**src/logic/vcw_defs.svh**
```systemverilog
`ifndef VCW_DEFS_SVH
`define VCW_DEFS_SVH

// ----------------------------------------------------------------------
// Register offsets
// ----------------------------------------------------------------------
`define VCW_OFF_FIRST_LO   8'h3A
`define VCW_OFF_FIRST_HI   8'h3B
`define VCW_OFF_LAST_LO    8'h3C
`define VCW_OFF_LAST_HI    8'h3D
`define VCW_OFF_STATUS     8'h50
`define VCW_OFF_LINE_LO    8'h51
`define VCW_OFF_LINE_HI    8'h52

// ----------------------------------------------------------------------
// Field layout and reset values
// ----------------------------------------------------------------------
`define VCW_LOW_W          8
`define VCW_HIGH_W         5
`define VCW_LINE_W         13
`define VCW_HIGH_MASK      8'h1F
`define VCW_RESET_BYTE     8'h00
`define VCW_LINE_MAX       13'h1FFF
`define VCW_LINE_ONE       13'h0001
`define VCW_NUM_PORTS      2

`endif

```
**src/logic/vcw_pkg.sv**
```systemverilog
package vcw_pkg;

   // Line index type
   typedef logic [12:0] vcw_line_t;

   // Register selector produced by the address decoder
   typedef enum logic [2:0] {
      VCW_IDX_FIRST_LO = 3'b000,
      VCW_IDX_FIRST_HI = 3'b001,
      VCW_IDX_LAST_LO  = 3'b010,
      VCW_IDX_LAST_HI  = 3'b011,
      VCW_IDX_STATUS   = 3'b100,
      VCW_IDX_LINE_LO  = 3'b101,
      VCW_IDX_LINE_HI  = 3'b110,
      VCW_IDX_NONE     = 3'b111
   } vcw_reg_idx_t;

   // Line gate state: between lines or inside an active line
   typedef enum logic {
      VCW_ST_GAP  = 1'b0,
      VCW_ST_LINE = 1'b1
   } vcw_gate_state_t;

endpackage

```
**src/logic/vcw_line_gate.sv**
```systemverilog
`timescale 1ns/100ps
`include "vcw_defs.svh"

module vcw_line_gate #(
   parameter int DATA_W = 24
) (
   // Clock and reset
   input  wire logic                clk,
   input  wire logic                rst,
   // Window control
   input  wire logic                enable,
   input  wire logic [12:0]         first_line,
   input  wire logic [12:0]         last_line,
   // Video in
   input  wire logic                frame_start,
   input  wire logic                in_valid,
   input  wire logic [DATA_W-1:0]   in_data,
   input  wire logic                in_hsync,
   input  wire logic                in_vsync,
   // Video out
   output logic                     out_valid,
   output logic      [DATA_W-1:0]   out_data,
   output logic                     out_hsync,
   output logic                     out_vsync,
   // Status
   output logic      [12:0]         line_index,
   output logic                     line_kept
);

   vcw_pkg::vcw_gate_state_t state_q, state_d;
   vcw_pkg::vcw_line_t       idx_q, idx_d, cur_idx;
   logic                     keep;
   logic                     valid_q, valid_d;
   logic [DATA_W-1:0]        data_q, data_d;
   logic                     hs_q, hs_d;
   logic                     vs_q, vs_d;

   // ----------------------------------------------------------------------
   // Line counter: zero at frame start, steps at the end of each line
   // ----------------------------------------------------------------------
   always_comb begin
      state_d = state_q;
      idx_d   = idx_q;
      if (frame_start) begin
         idx_d   = 13'h0000;                                  // see RQ5, see RQ10
         state_d = in_valid ? vcw_pkg::VCW_ST_LINE : vcw_pkg::VCW_ST_GAP;
      end else begin
         case (state_q)
            vcw_pkg::VCW_ST_GAP: begin
               if (in_valid) begin
                  state_d = vcw_pkg::VCW_ST_LINE;
               end
            end
            vcw_pkg::VCW_ST_LINE: begin
               if (!in_valid) begin
                  state_d = vcw_pkg::VCW_ST_GAP;
                  // Saturate so an endless frame never wraps back into the window
                  if (idx_q != `VCW_LINE_MAX) begin
                     idx_d = 13'(idx_q + `VCW_LINE_ONE);       // see RQ10
                  end
               end
            end
            default: begin
               state_d = vcw_pkg::VCW_ST_GAP;
            end
         endcase
      end
   end

   always_ff @(posedge clk) begin
      if (rst) begin
         state_q <= vcw_pkg::VCW_ST_GAP;
         idx_q   <= 13'h0000;
      end else begin
         state_q <= state_d;
         idx_q   <= idx_d;
      end
   end

   // ----------------------------------------------------------------------
   // Window compare, inclusive on both ends; first above last passes none
   // ----------------------------------------------------------------------
   assign cur_idx = frame_start ? 13'h0000 : idx_q;
   assign keep    = !enable                                    // see RQ9
                    || ((cur_idx >= first_line)                // see RQ1, see RQ2
                    && (cur_idx <= last_line));                // see RQ3, see RQ4

   // Output stage; sync and timing pass, only the valid flag and data blank
   always_comb begin
      valid_d = in_valid && keep;                              // see RQ2, see RQ4
      data_d  = (in_valid && keep) ? in_data : '0;
      hs_d    = in_hsync;
      vs_d    = in_vsync;
   end

   always_ff @(posedge clk) begin
      if (rst) begin
         valid_q <= 1'b0;
         data_q  <= '0;
         hs_q    <= 1'b0;
         vs_q    <= 1'b0;
      end else begin
         valid_q <= valid_d;
         data_q  <= data_d;
         hs_q    <= hs_d;
         vs_q    <= vs_d;
      end
   end

   assign out_valid  = valid_q;
   assign out_data   = data_q;
   assign out_hsync  = hs_q;
   assign out_vsync  = vs_q;
   assign line_index = idx_q;
   assign line_kept  = keep;

endmodule

```
**src/logic/vcw_reg_mem.sv**
```systemverilog
`timescale 1ns/100ps
`include "vcw_defs.svh"

module vcw_reg_mem #(
   parameter int PORTS = `VCW_NUM_PORTS
) (
   // Clock and reset
   input  wire logic                      clk,
   input  wire logic                      rst,
   // Write side
   input  wire logic [PORTS-1:0]          wr_port,
   input  wire logic [1:0]                wr_idx,
   input  wire logic [7:0]                wr_data,
   // Read side
   input  wire logic                      rd_en,
   input  wire logic                      rd_port,
   input  wire logic [1:0]                rd_idx,
   output logic      [7:0]                rd_data,
   // Window values per port
   output logic      [PORTS*13-1:0]       first_line,
   output logic      [PORTS*13-1:0]       last_line
);

   logic [7:0] mem_q [PORTS][4];
   logic [7:0] mem_d [PORTS][4];
   logic [7:0] rd_q;
   logic [7:0] rd_d;

   // ----------------------------------------------------------------------
   // Storage; high bytes keep only five bits so reserved bits read zero
   // ----------------------------------------------------------------------
   always_comb begin
      mem_d = mem_q;
      for (int p = 0; p < PORTS; p++) begin
         if (wr_port[p]) begin
            if (wr_idx[0]) begin
               mem_d[p][wr_idx] = wr_data & `VCW_HIGH_MASK;   // see RQ6, see RQ7
            end else begin
               mem_d[p][wr_idx] = wr_data;
            end
         end
      end
      rd_d = rd_en ? mem_q[rd_port][rd_idx] : `VCW_RESET_BYTE;
   end

   always_ff @(posedge clk) begin
      if (rst) begin
         for (int p = 0; p < PORTS; p++) begin
            for (int i = 0; i < 4; i++) begin
               mem_q[p][i] <= `VCW_RESET_BYTE;
            end
         end
         rd_q <= `VCW_RESET_BYTE;
      end else begin
         mem_q <= mem_d;
         rd_q  <= rd_d;
      end
   end

   assign rd_data = rd_q;

   // ----------------------------------------------------------------------
   // Assemble 13-bit values: high byte bits 4:0 above the low byte
   // ----------------------------------------------------------------------
   for (genvar g = 0; g < PORTS; g++) begin : g_val
      assign first_line[g*13 +: 13] = {mem_q[g][1][4:0], mem_q[g][0]};   // see RQ6
      assign last_line[g*13 +: 13]  = {mem_q[g][3][4:0], mem_q[g][2]};   // see RQ7
   end

endmodule

```
**src/logic/vcw_top.sv**
```systemverilog
`timescale 1ns/100ps
`include "vcw_defs.svh"

// Function
// RQ1 - First-line value marks earliest passed line
// RQ2 - Lines before first line go blank
// RQ3 - Last-line value marks final passed line
// RQ4 - Lines after last line go blank
// RQ5 - Line index starts at zero per frame
// RQ6 - First line: 13 bits, low and high bytes
// RQ7 - Last line: 13 bits, low and high bytes
// RQ8 - Multi-port modes: settings hit selected port only
// RQ9 - Crop only while port enable is set
// RQ10 - Line counter restarts per frame, inclusive compare
module vcw_top #(
   parameter int DATA_W = 24
) (
   // Clock and reset
   input  wire logic                clk,
   input  wire logic                rst,
   // Register port
   input  wire logic [7:0]          reg_addr,
   input  wire logic [7:0]          reg_wdata,
   input  wire logic                reg_wr,
   input  wire logic                reg_rd,
   output logic      [7:0]          reg_rdata,
   // Mode and port selection
   input  wire logic                multi_port_mode,
   input  wire logic                port_select,
   input  wire logic                crop_enable_p0,
   input  wire logic                crop_enable_p1,
   // Video from the serial input side
   input  wire logic                vid_frame_start,
   input  wire logic                vid_pixel_valid_flag,
   input  wire logic [DATA_W-1:0]   vid_data,
   input  wire logic                vid_hsync,
   input  wire logic                vid_vsync,
   // Transmit path, first port
   output logic                     tx0_pixel_valid_flag,
   output logic      [DATA_W-1:0]   tx0_data,
   output logic                     tx0_hsync,
   output logic                     tx0_vsync,
   // Transmit path, second port
   output logic                     tx1_pixel_valid_flag,
   output logic      [DATA_W-1:0]   tx1_data,
   output logic                     tx1_hsync,
   output logic                     tx1_vsync
);

   localparam int PORTS = `VCW_NUM_PORTS;

   // ----------------------------------------------------------------------
   // Address decoder
   // ----------------------------------------------------------------------
   // Shared by the write and the read path so both agree on the map
   function automatic vcw_pkg::vcw_reg_idx_t vcw_decode(input logic [7:0] addr);
      vcw_pkg::vcw_reg_idx_t sel;
      if (addr == `VCW_OFF_FIRST_LO) begin
         sel = vcw_pkg::VCW_IDX_FIRST_LO;
      end else if (addr == `VCW_OFF_FIRST_HI) begin
         sel = vcw_pkg::VCW_IDX_FIRST_HI;
      end else if (addr == `VCW_OFF_LAST_LO) begin
         sel = vcw_pkg::VCW_IDX_LAST_LO;
      end else if (addr == `VCW_OFF_LAST_HI) begin
         sel = vcw_pkg::VCW_IDX_LAST_HI;
      end else if (addr == `VCW_OFF_STATUS) begin
         sel = vcw_pkg::VCW_IDX_STATUS;
      end else if (addr == `VCW_OFF_LINE_LO) begin
         sel = vcw_pkg::VCW_IDX_LINE_LO;
      end else if (addr == `VCW_OFF_LINE_HI) begin
         sel = vcw_pkg::VCW_IDX_LINE_HI;
      end else begin
         sel = vcw_pkg::VCW_IDX_NONE;
      end
      return sel;
   endfunction

   vcw_pkg::vcw_reg_idx_t wr_sel;
   vcw_pkg::vcw_reg_idx_t rd_sel;
   logic                  wr_window;
   logic                  rd_window;
   logic [PORTS-1:0]      wr_port;
   logic                  target_port;

   assign wr_sel    = vcw_decode(reg_addr);
   assign rd_sel    = vcw_decode(reg_addr);
   assign wr_window = reg_wr && (wr_sel[2] == 1'b0);
   assign rd_window = reg_rd && (rd_sel[2] == 1'b0);

   // ----------------------------------------------------------------------
   // Port steering
   // ----------------------------------------------------------------------
   // In the multi-port modes only the selected port sees a window or line-counter access;
   // otherwise both windows are written together so they never diverge
   // and those reads come from the first port. Status reads show the kept bits of both ports.
   always_comb begin
      target_port = multi_port_mode ? port_select : 1'b0;     // see RQ8
      wr_port     = '0;
      if (wr_window) begin
         if (multi_port_mode) begin
            wr_port[port_select] = 1'b1;                      // see RQ8
         end else begin
            wr_port = '1;
         end
      end
   end

   // ----------------------------------------------------------------------
   // Window storage
   // ----------------------------------------------------------------------
   logic [7:0]          mem_rdata;
   logic [PORTS*13-1:0] first_line;
   logic [PORTS*13-1:0] last_line;

   vcw_reg_mem #(
      .PORTS      (PORTS)
   ) u_mem (
      .clk        (clk),
      .rst        (rst),
      .wr_port    (wr_port),
      .wr_idx     (wr_sel[1:0]),
      .wr_data    (reg_wdata),
      .rd_en      (rd_window),
      .rd_port    (target_port),
      .rd_idx     (rd_sel[1:0]),
      .rd_data    (mem_rdata),
      .first_line (first_line),
      .last_line  (last_line)
   );

   // ----------------------------------------------------------------------
   // Per-port line gates
   // ----------------------------------------------------------------------
   logic [PORTS-1:0]        crop_en;
   logic [PORTS-1:0]        out_valid;
   logic [DATA_W-1:0]       out_data  [PORTS];
   logic [PORTS-1:0]        out_hsync;
   logic [PORTS-1:0]        out_vsync;
   logic [12:0]             line_idx  [PORTS];
   logic [PORTS-1:0]        line_kept;

   assign crop_en = {crop_enable_p1, crop_enable_p0};

   for (genvar g = 0; g < PORTS; g++) begin : g_port
      vcw_line_gate #(
         .DATA_W      (DATA_W)
      ) u_gate (
         .clk         (clk),
         .rst         (rst),
         .enable      (crop_en[g]),
         .first_line  (first_line[g*13 +: 13]),
         .last_line   (last_line[g*13 +: 13]),
         .frame_start (vid_frame_start),
         .in_valid    (vid_pixel_valid_flag),
         .in_data     (vid_data),
         .in_hsync    (vid_hsync),
         .in_vsync    (vid_vsync),
         .out_valid   (out_valid[g]),
         .out_data    (out_data[g]),
         .out_hsync   (out_hsync[g]),
         .out_vsync   (out_vsync[g]),
         .line_index  (line_idx[g]),
         .line_kept   (line_kept[g])
      );
   end

   assign tx0_pixel_valid_flag = out_valid[0];
   assign tx0_data             = out_data[0];
   assign tx0_hsync            = out_hsync[0];
   assign tx0_vsync            = out_vsync[0];
   assign tx1_pixel_valid_flag = out_valid[1];
   assign tx1_data             = out_data[1];
   assign tx1_hsync            = out_hsync[1];
   assign tx1_vsync            = out_vsync[1];

   // ----------------------------------------------------------------------
   // Status read path
   // ----------------------------------------------------------------------
   // Status and the line counter are sampled at the read strobe, so a
   // value that moves during a two-byte read may tear; read high then low
   // twice if a consistent pair matters.
   logic [7:0] stat_q, stat_d;
   logic       from_mem_q, from_mem_d;
   logic [12:0] sel_line;

   assign sel_line = line_idx[target_port];

   always_comb begin
      stat_d     = `VCW_RESET_BYTE;
      from_mem_d = rd_window;
      if (reg_rd) begin
         if (rd_sel == vcw_pkg::VCW_IDX_STATUS) begin
            stat_d = {6'h00, line_kept};
         end else if (rd_sel == vcw_pkg::VCW_IDX_LINE_LO) begin
            stat_d = sel_line[7:0];
         end else if (rd_sel == vcw_pkg::VCW_IDX_LINE_HI) begin
            stat_d = {3'h0, sel_line[12:8]};
         end else begin
            stat_d = `VCW_RESET_BYTE;
         end
      end
   end

   always_ff @(posedge clk) begin
      if (rst) begin
         stat_q     <= `VCW_RESET_BYTE;
         from_mem_q <= 1'b0;
      end else begin
         stat_q     <= stat_d;
         from_mem_q <= from_mem_d;
      end
   end

   // Both sources are flops and the idle one holds zero, so unmapped reads return zero
   assign reg_rdata = from_mem_q ? mem_rdata : stat_q;

endmodule
```
**config.mk**
```make
export PLATFORM = sky130hd
export DESIGN_NAME = vcw_top
export DESIGN_NICKNAME = d
export VERILOG_FILES = /design/src/logic/vcw_pkg.sv /design/src/logic/vcw_line_gate.sv /design/src/logic/vcw_reg_mem.sv /design/src/logic/vcw_top.sv
export VERILOG_INCLUDE_DIRS = /design/src /design/src/logic
export SDC_FILE = /design/constraint.sdc
export NUM_CORES = 1
export LEC_CHECK = 0
export BUFFER_PORTS_ARGS = -buffer_cell sky130_fd_sc_hd__buf_2
export CORE_AREA = 2 2 197 102
export CTS_BUF_LIST = sky130_fd_sc_hd__clkbuf_4 sky130_fd_sc_hd__clkbuf_8 sky130_fd_sc_hd__clkbuf_16
export DETAILED_ROUTE_END_ITERATION = 8
export DIE_AREA = 0 0 199 104
export PLACE_DENSITY = 0.71
export SYNTH_ARGS = -nofsm -noshare
export SYNTH_HDL_FRONTEND = slang
export SYNTH_SLANG_ARGS = --single-unit
export TNS_END_PERCENT = 10
```
**constraint.sdc**
```tcl
create_clock -name clk -period 3.5 [get_ports clk]
set_input_delay 0.35 -clock clk [delete_from_list [all_inputs] [get_ports clk]]
set_output_delay 0.35 -clock clk [all_outputs]
set_load 0.02 [all_outputs]
```
==> results_dict.tcl, run 1 <==
set metrics [dict create \
    gp_congestion 0.973 \
    synthFlopType "dfxtp_1" \
    maxCapViolCount 0 \
    htree_levels 4 \
    first_pass_iters 6 \
    drive_gt1_frac 0.233 \
    clock_latency_ns 0.43 \
    wire_per_inst_um 19.6 \
    max-slew-margin-rel 0.278 \
    ys_types 80 \
    cts_setup_buffers 0 \
    synth_xor_area_frac 0.0250 \
    antenna_found_initial 1 \
    required_ns 3.81 \
    status "complete, no violations" \
    cts_buffer_depth 2 \
    slew_violations 0 \
    clockRootBuffer "clkbuf_16" \
    hpwlAfterDp_um 20100 \
    cts_resized 0 \
    leakage_nw 3.84 \
    ctsHoldBuffers 0 \
    synth_cells 971 \
    period_share 0.763 \
    start_util 0.442 \
    drt.antenna.violating_nets 0 \
    setup_viol 0 \
    finClkSkew_ns 0.00719 \
    critical_path_class "reg2reg" \
    yosys.area.top_type "dfxtp_1" \
    grtUsageTotal 0.258 \
    die_area_um2 20700 \
    wirelength_um 26100 \
    first_global_vias 6764 \
    hold_viol 0 \
    cp-start-kind "register" \
    ys_ff_latch 160 \
    cts_tree "done" \
    synth_top_family_by_area "simple AND/OR/NAND/NOR gates" \
    cp-end-kind "register" \
    async_reset_ff_frac 0 \
    worstPathArrival_ns 2.98 \
    avgSynthCellArea_um2 8.68 \
    viasPerCell 5.60 \
    drc 0 \
    synth-compound-area-share 0.166 \
    grt_max_degree 63 \
    yosys.area_share.adder 0.0662 \
    port_buffers 113 \
    power_density_nw_per_um2 420 \
    row_count 36 \
    fin_util 0.509 \
    yosys-top-cells-area "dfxtp_1, ha_1, nand2_1, mux2i_1, a21oi_1" \
    rsz0062_at_grt "false" \
    yosysWarnings 0 \
    ioPinCount 114 \
    finalWorstSetupSlack_ns 0.829 \
    min_period_ns 2.67 \
    coreArea_um2 19100 \
    final_nets 1148 \
    die-width_um 199 \
    holdCritPathClass "in2reg" \
    finalSetupTns_ns 0 \
    synthMuxAreaShare 0.0547 \
    synth_nets 1065 \
    clkTransAtPathRegs_ns 0.06 \
    grt_pass1_wl_um 40100 \
    diodes 0 \
    synthDominantCellAreaShare 0.380 \
    numCtsBuffers 17 \
    synth_edf_count 0 \
    cp_max_fo 25 \
    overflow 0 \
    fmax_mhz 374 \
    worst_slew_pin_slew_ns 1.07 \
    synthesis.area_um2 8420 \
    yosysSeqAreaShare 0.380 \
    drt_iter0_drc 764 \
    fp.dieH_um 104 \
    via_count 7464 \
    place_ws_ns 0.483 \
    area_growth_syn_to_layout_pct 15.1 \
    clock_sinks 160 \
    irDropWorstVdd_mv 0.316 \
    synthSimpleGateAreaFrac 0.238 \
]
-- worst max-delay path, stage by stage (launching register included) --
cell       delay, ns
dfxtp_1         0.47
nand2b_1        0.13
ha_1            0.28
nand2b_1        0.15
maj3_2          0.33
a2111oi_2       0.41
nor3_2          0.13
a21oi_4         0.15
buf_4           0.37
nor3_1          0.10
-- layout make-up --
type	instances	area (um2)
fillers	1823	9350
multi-input cells	693	4650
flip-flops and latches	160	3200
repair buffers	130	706
clock buffers	23	483
well taps	266	333
inverters	52	195
clock inverters	9	131
-- cell families after synthesis --
family                   count (synthesis)
flip-flops                             160
XOR/XNOR                                24
buffers and inverters                  118
multiplexers                            45
adder cells (fa/ha/maj)                 45
AO/OA/AOI/OAI                          207
AND/OR/NAND/NOR                        372
-- where the power goes --
part	internal, W	total (W)	leakage [nW]	switching [W]
Combinational	0.0000806	0.000261	2.25	0.000181
Sequential	0.00185	0.00186	1.30	0.00000958
Clock	0.00119	0.00196	0.297	0.000764
-- cells in the mapped netlist (all sizes together), types with 4 or more instances --
library cell	instances
nor2	62
mux2	8
ha	42
a21oi	95
o21bai	4
o31a	8
nor3b	8
and2	8
clkbuf	38
mux2i	37
or3	7
xor2	7
nor2b	28
a21o	7
nor4bb	5
nor3	42
and3	6
dfxtp	160
inv	52
o22ai	8
and4	4
a31oi	4
nand2	130
nand2b	8
xnor2	17
nand4	9
or2	8
nand3	39
buf	28
o21ai	49
a22oi	4
a211oi	4
-- cell usage in the layout (no fill, tap or decap), types with 4 or more instances in the layout --
cell	count
nand2b_1	8
nor3b_1	8
nor2b_1	25
xor2_1	7
nand3_1	39
and2_1	7
o22ai_2	4
nand4_1	8
o22ai_1	4
or3_1	7
a21o_1	7
nand2_1	130
mux2_2	8
nor3_1	18
a21oi_2	21
o31a_1	8
a211oi_1	4
buf_4	16
o21ai_0	29
and3_1	6
a21oi_1	72
clkbuf_16	17
buf_2	113
o21ai_1	19
a31oi_1	4
and4_1	4
ha_1	42
or2_1	4
nor4bb_1	5
xnor2_1	17
mux2i_1	37
nor2_1	60
dfxtp_1	160
nor3_2	22
clkbuf_4	4
inv_1	52
-- through the flow --
| stage | std cells | power [W] | hold slack, ns | cell area [um2] |
|---|---|---|---|---|
| finish | 1333 | 0.00407 | 0.128 | 9700 |
| CTS | 1333 | 0.00409 | 0.120 | 9700 |
| global placement | 1301 | 0.00215 | 0.444 | 9090 |
| floorplan | 971 | 0.00206 | 0.430 | 8420 |
| detailed placement | 1301 | 0.00215 | 0.444 | 9090 |
| global route | 1333 | 0.00419 | 0.143 | 9700 |
-- layer usage --
layer,GRT usage,vias to the layer above,share of wire
li1,-,3517,-
met1,0.409,3544,0.50
met2,0.294,377,0.34
met3,0.127,26,0.15
met4,0.0544,0,0.0093
met5,0,-,0
-- path summary, 6_finish.rpt --
kind	from	end	slack [ns]	cells after the start
min reg2reg	u_mem.mem_q[55]	u_mem.mem_q[55]	0.46	1
min	vid_hsync	g_port[1].u_gate.out_hsync	0.13	2
max reg2reg	g_port[0].u_gate.line_index[0]	g_port[0].u_gate.out_data[16]	0.83	9
max	g_port[0].u_gate.line_index[0]	g_port[0].u_gate.out_data[16]	0.83	9
No activity file was read; power rests on OpenSTA's default activity.
==> run 2, diff against run 1 <==
- PLACE_DENSITY: 0.71 -> 0.74
- clock period: 3.5 -> 2.2 ns (I/O delays scaled with it)
==> run 2 against run 1 <==
Compared with the run above:
- the run now ends with setup timing left
- sequential power up 59%
- utilization up 7.1 points
- sequential share of layout area shrank 3.9 points
- hold slack got worse by 0.11 ns
- combinational power is 93% higher
- non-clock buffer count increased by 96
- total power up 56%
- cell area increased by 14%
- critical path type unchanged
- critical endpoint is now g_port[0].u_gate.out_valid
==> results_dict.tcl, run 2 (synthesis results as in run 1) <==
set metrics [dict create \
    slew_violations 0 \
    fmax_mhz 446 \
    cts_buffer_depth 2 \
    area_growth_syn_to_layout_pct 31.3 \
    min_period_ns 2.24 \
    cp-start-kind "register" \
    worst_slew_pin_slew_ns 0.661 \
    required_ns 2.58 \
    irDropWorstVdd_mv 0.567 \
    coreArea_um2 19100 \
    grt_max_degree 63 \
    clock_sinks 160 \
    row_count 36 \
    power_density_nw_per_um2 574 \
    maxCapViolCount 0 \
    final_cells 1429 \
    finClkSkew_ns 0.00845 \
    antenna_found_initial 0 \
    overflow 0 \
    status "finished, violations left" \
    numCtsBuffers 17 \
    clockRootBuffer "clkbuf_16" \
    drt.antenna.violating_nets 0 \
    max-slew-margin-rel 0.559 \
    power_w 0.00635 \
    holdCritPathClass "in2reg" \
    drive_gt1_frac 0.337 \
    cts_tree "done" \
    leakage_nw 4.43 \
    hold_viol 0 \
    final_common_cell "dfxtp_1" \
    finalWorstSetupSlack_ns -0.0435 \
    period_share 1.02 \
    htree_levels 4 \
    wirelength_um 29300 \
    gp_congestion 0.970 \
    diodes 0 \
    drt_iter0_drc 928 \
    rsz0062_at_grt "true" \
    viasPerCell 5.60 \
    start_util 0.442 \
    grtUsageTotal 0.266 \
    clock_latency_ns 0.44 \
    port_buffers 113 \
    via_count 8001 \
    violations "setup timing" \
    place_inst 1367 \
    final_cell_mix "dfxtp_1, nand2_1, buf_2, buf_4, a21oi_1" \
    hold_slack_ns 0.0229 \
    cp-end-kind "register" \
    die_area_um2 20700 \
    wire_per_inst_um 20.5 \
    hpwlAfterDp_um 20800 \
    fp.dieH_um 104 \
    clkTransAtPathRegs_ns 0.07 \
    grt_pass1_wl_um 41200 \
    setup_viol 34 \
    cp_max_fo 8 \
    worstPathArrival_ns 2.62 \
    ioPinCount 114 \
    first_pass_iters 5 \
    first_global_vias 7160 \
    critical_path_class "reg2reg" \
    final_nets 1244 \
    die-width_um 199 \
    drc 0 \
]
-- run 2: cell count changes in the layout (fill, tap and decap cells not counted), sizes merged --
cell	delta
buf	+81
dlygate4sd3	+7
clkinv	+4
clkbuf	+3
inv	+3
bufinv	-2
-- run 2: area by class of cell --
type                    count  area (um2)
clock buffers              18         439
clock inverters            14         133
fillers                  1700        7990
inverters                  52         195
multi-input cells         693        4950
flip-flops and latches    160        3220
well taps                 266         333
repair buffers            226        1790
-- run 2: repair_timing --
item	in CTS	in global routing
pin swaps	2	28
setup buffers	1	11
endpoints found under the setup margin	25	54
gates resized for setup	5	65
hold endpoints to repair	7	0
hold buffers	7	0
cloned	0	11
-- run 2: report_power, final --
part           internal (W)  switching (W)  total (W)  leakage [nW]
clock               0.00160        0.00129    0.00289         0.274
sequential          0.00294      0.0000138    0.00295          1.31
combinational      0.000186       0.000318   0.000504          2.85
-- run 2: critical path: stages, from the launching register on --
cell,delay [ns]
dfxtp_2,0.35
nor2b_4,0.19
ha_4,0.22
nor4bb_1,0.14
o2bb2ai_1,0.29
a21boi_2,0.12
o31ai_4,0.29
a21oi_4,0.09
buf_12,0.15
clkbuf_16,0.17
nor3b_2,0.17
-- run 2: path summary, 6_finish.rpt --
path | start | endpoint | slack (ns) | depth (start not counted)
worst min-delay path | vid_data[22] | g_port[1].u_gate.out_data[22] | 0.02 | 3
worst max-delay path | g_port[0].u_gate.line_index[2] | g_port[0].u_gate.out_valid | -0.04 | 10
worst min register to register | u_mem.mem_q[55] | u_mem.mem_q[55] | 0.47 | 1
worst max register to register | g_port[0].u_gate.line_index[2] | g_port[0].u_gate.out_valid | -0.04 | 10
-- run 2: layer usage --
layer,GRT usage,wire length (um)
met1,0.422,14100
met2,0.318,10200
met3,0.102,4580
met4,0.0677,380
met5,0,0
-- run 2: metrics by stage --
stage,util,area [um2],setup WS (ns),TNS (ns)
3_5_place_dp,0.512,9760,-0.271,-8.15
3_3_place_gp,0.512,9760,-0.218,-5.59
2_1_floorplan,-,8510,-0.0570,-2.13
4_1_cts,0.547,10400,0.00284,0
6_report,0.581,11100,-0.0435,-0.571
5_1_grt,0.581,11100,-0.116,-3.46
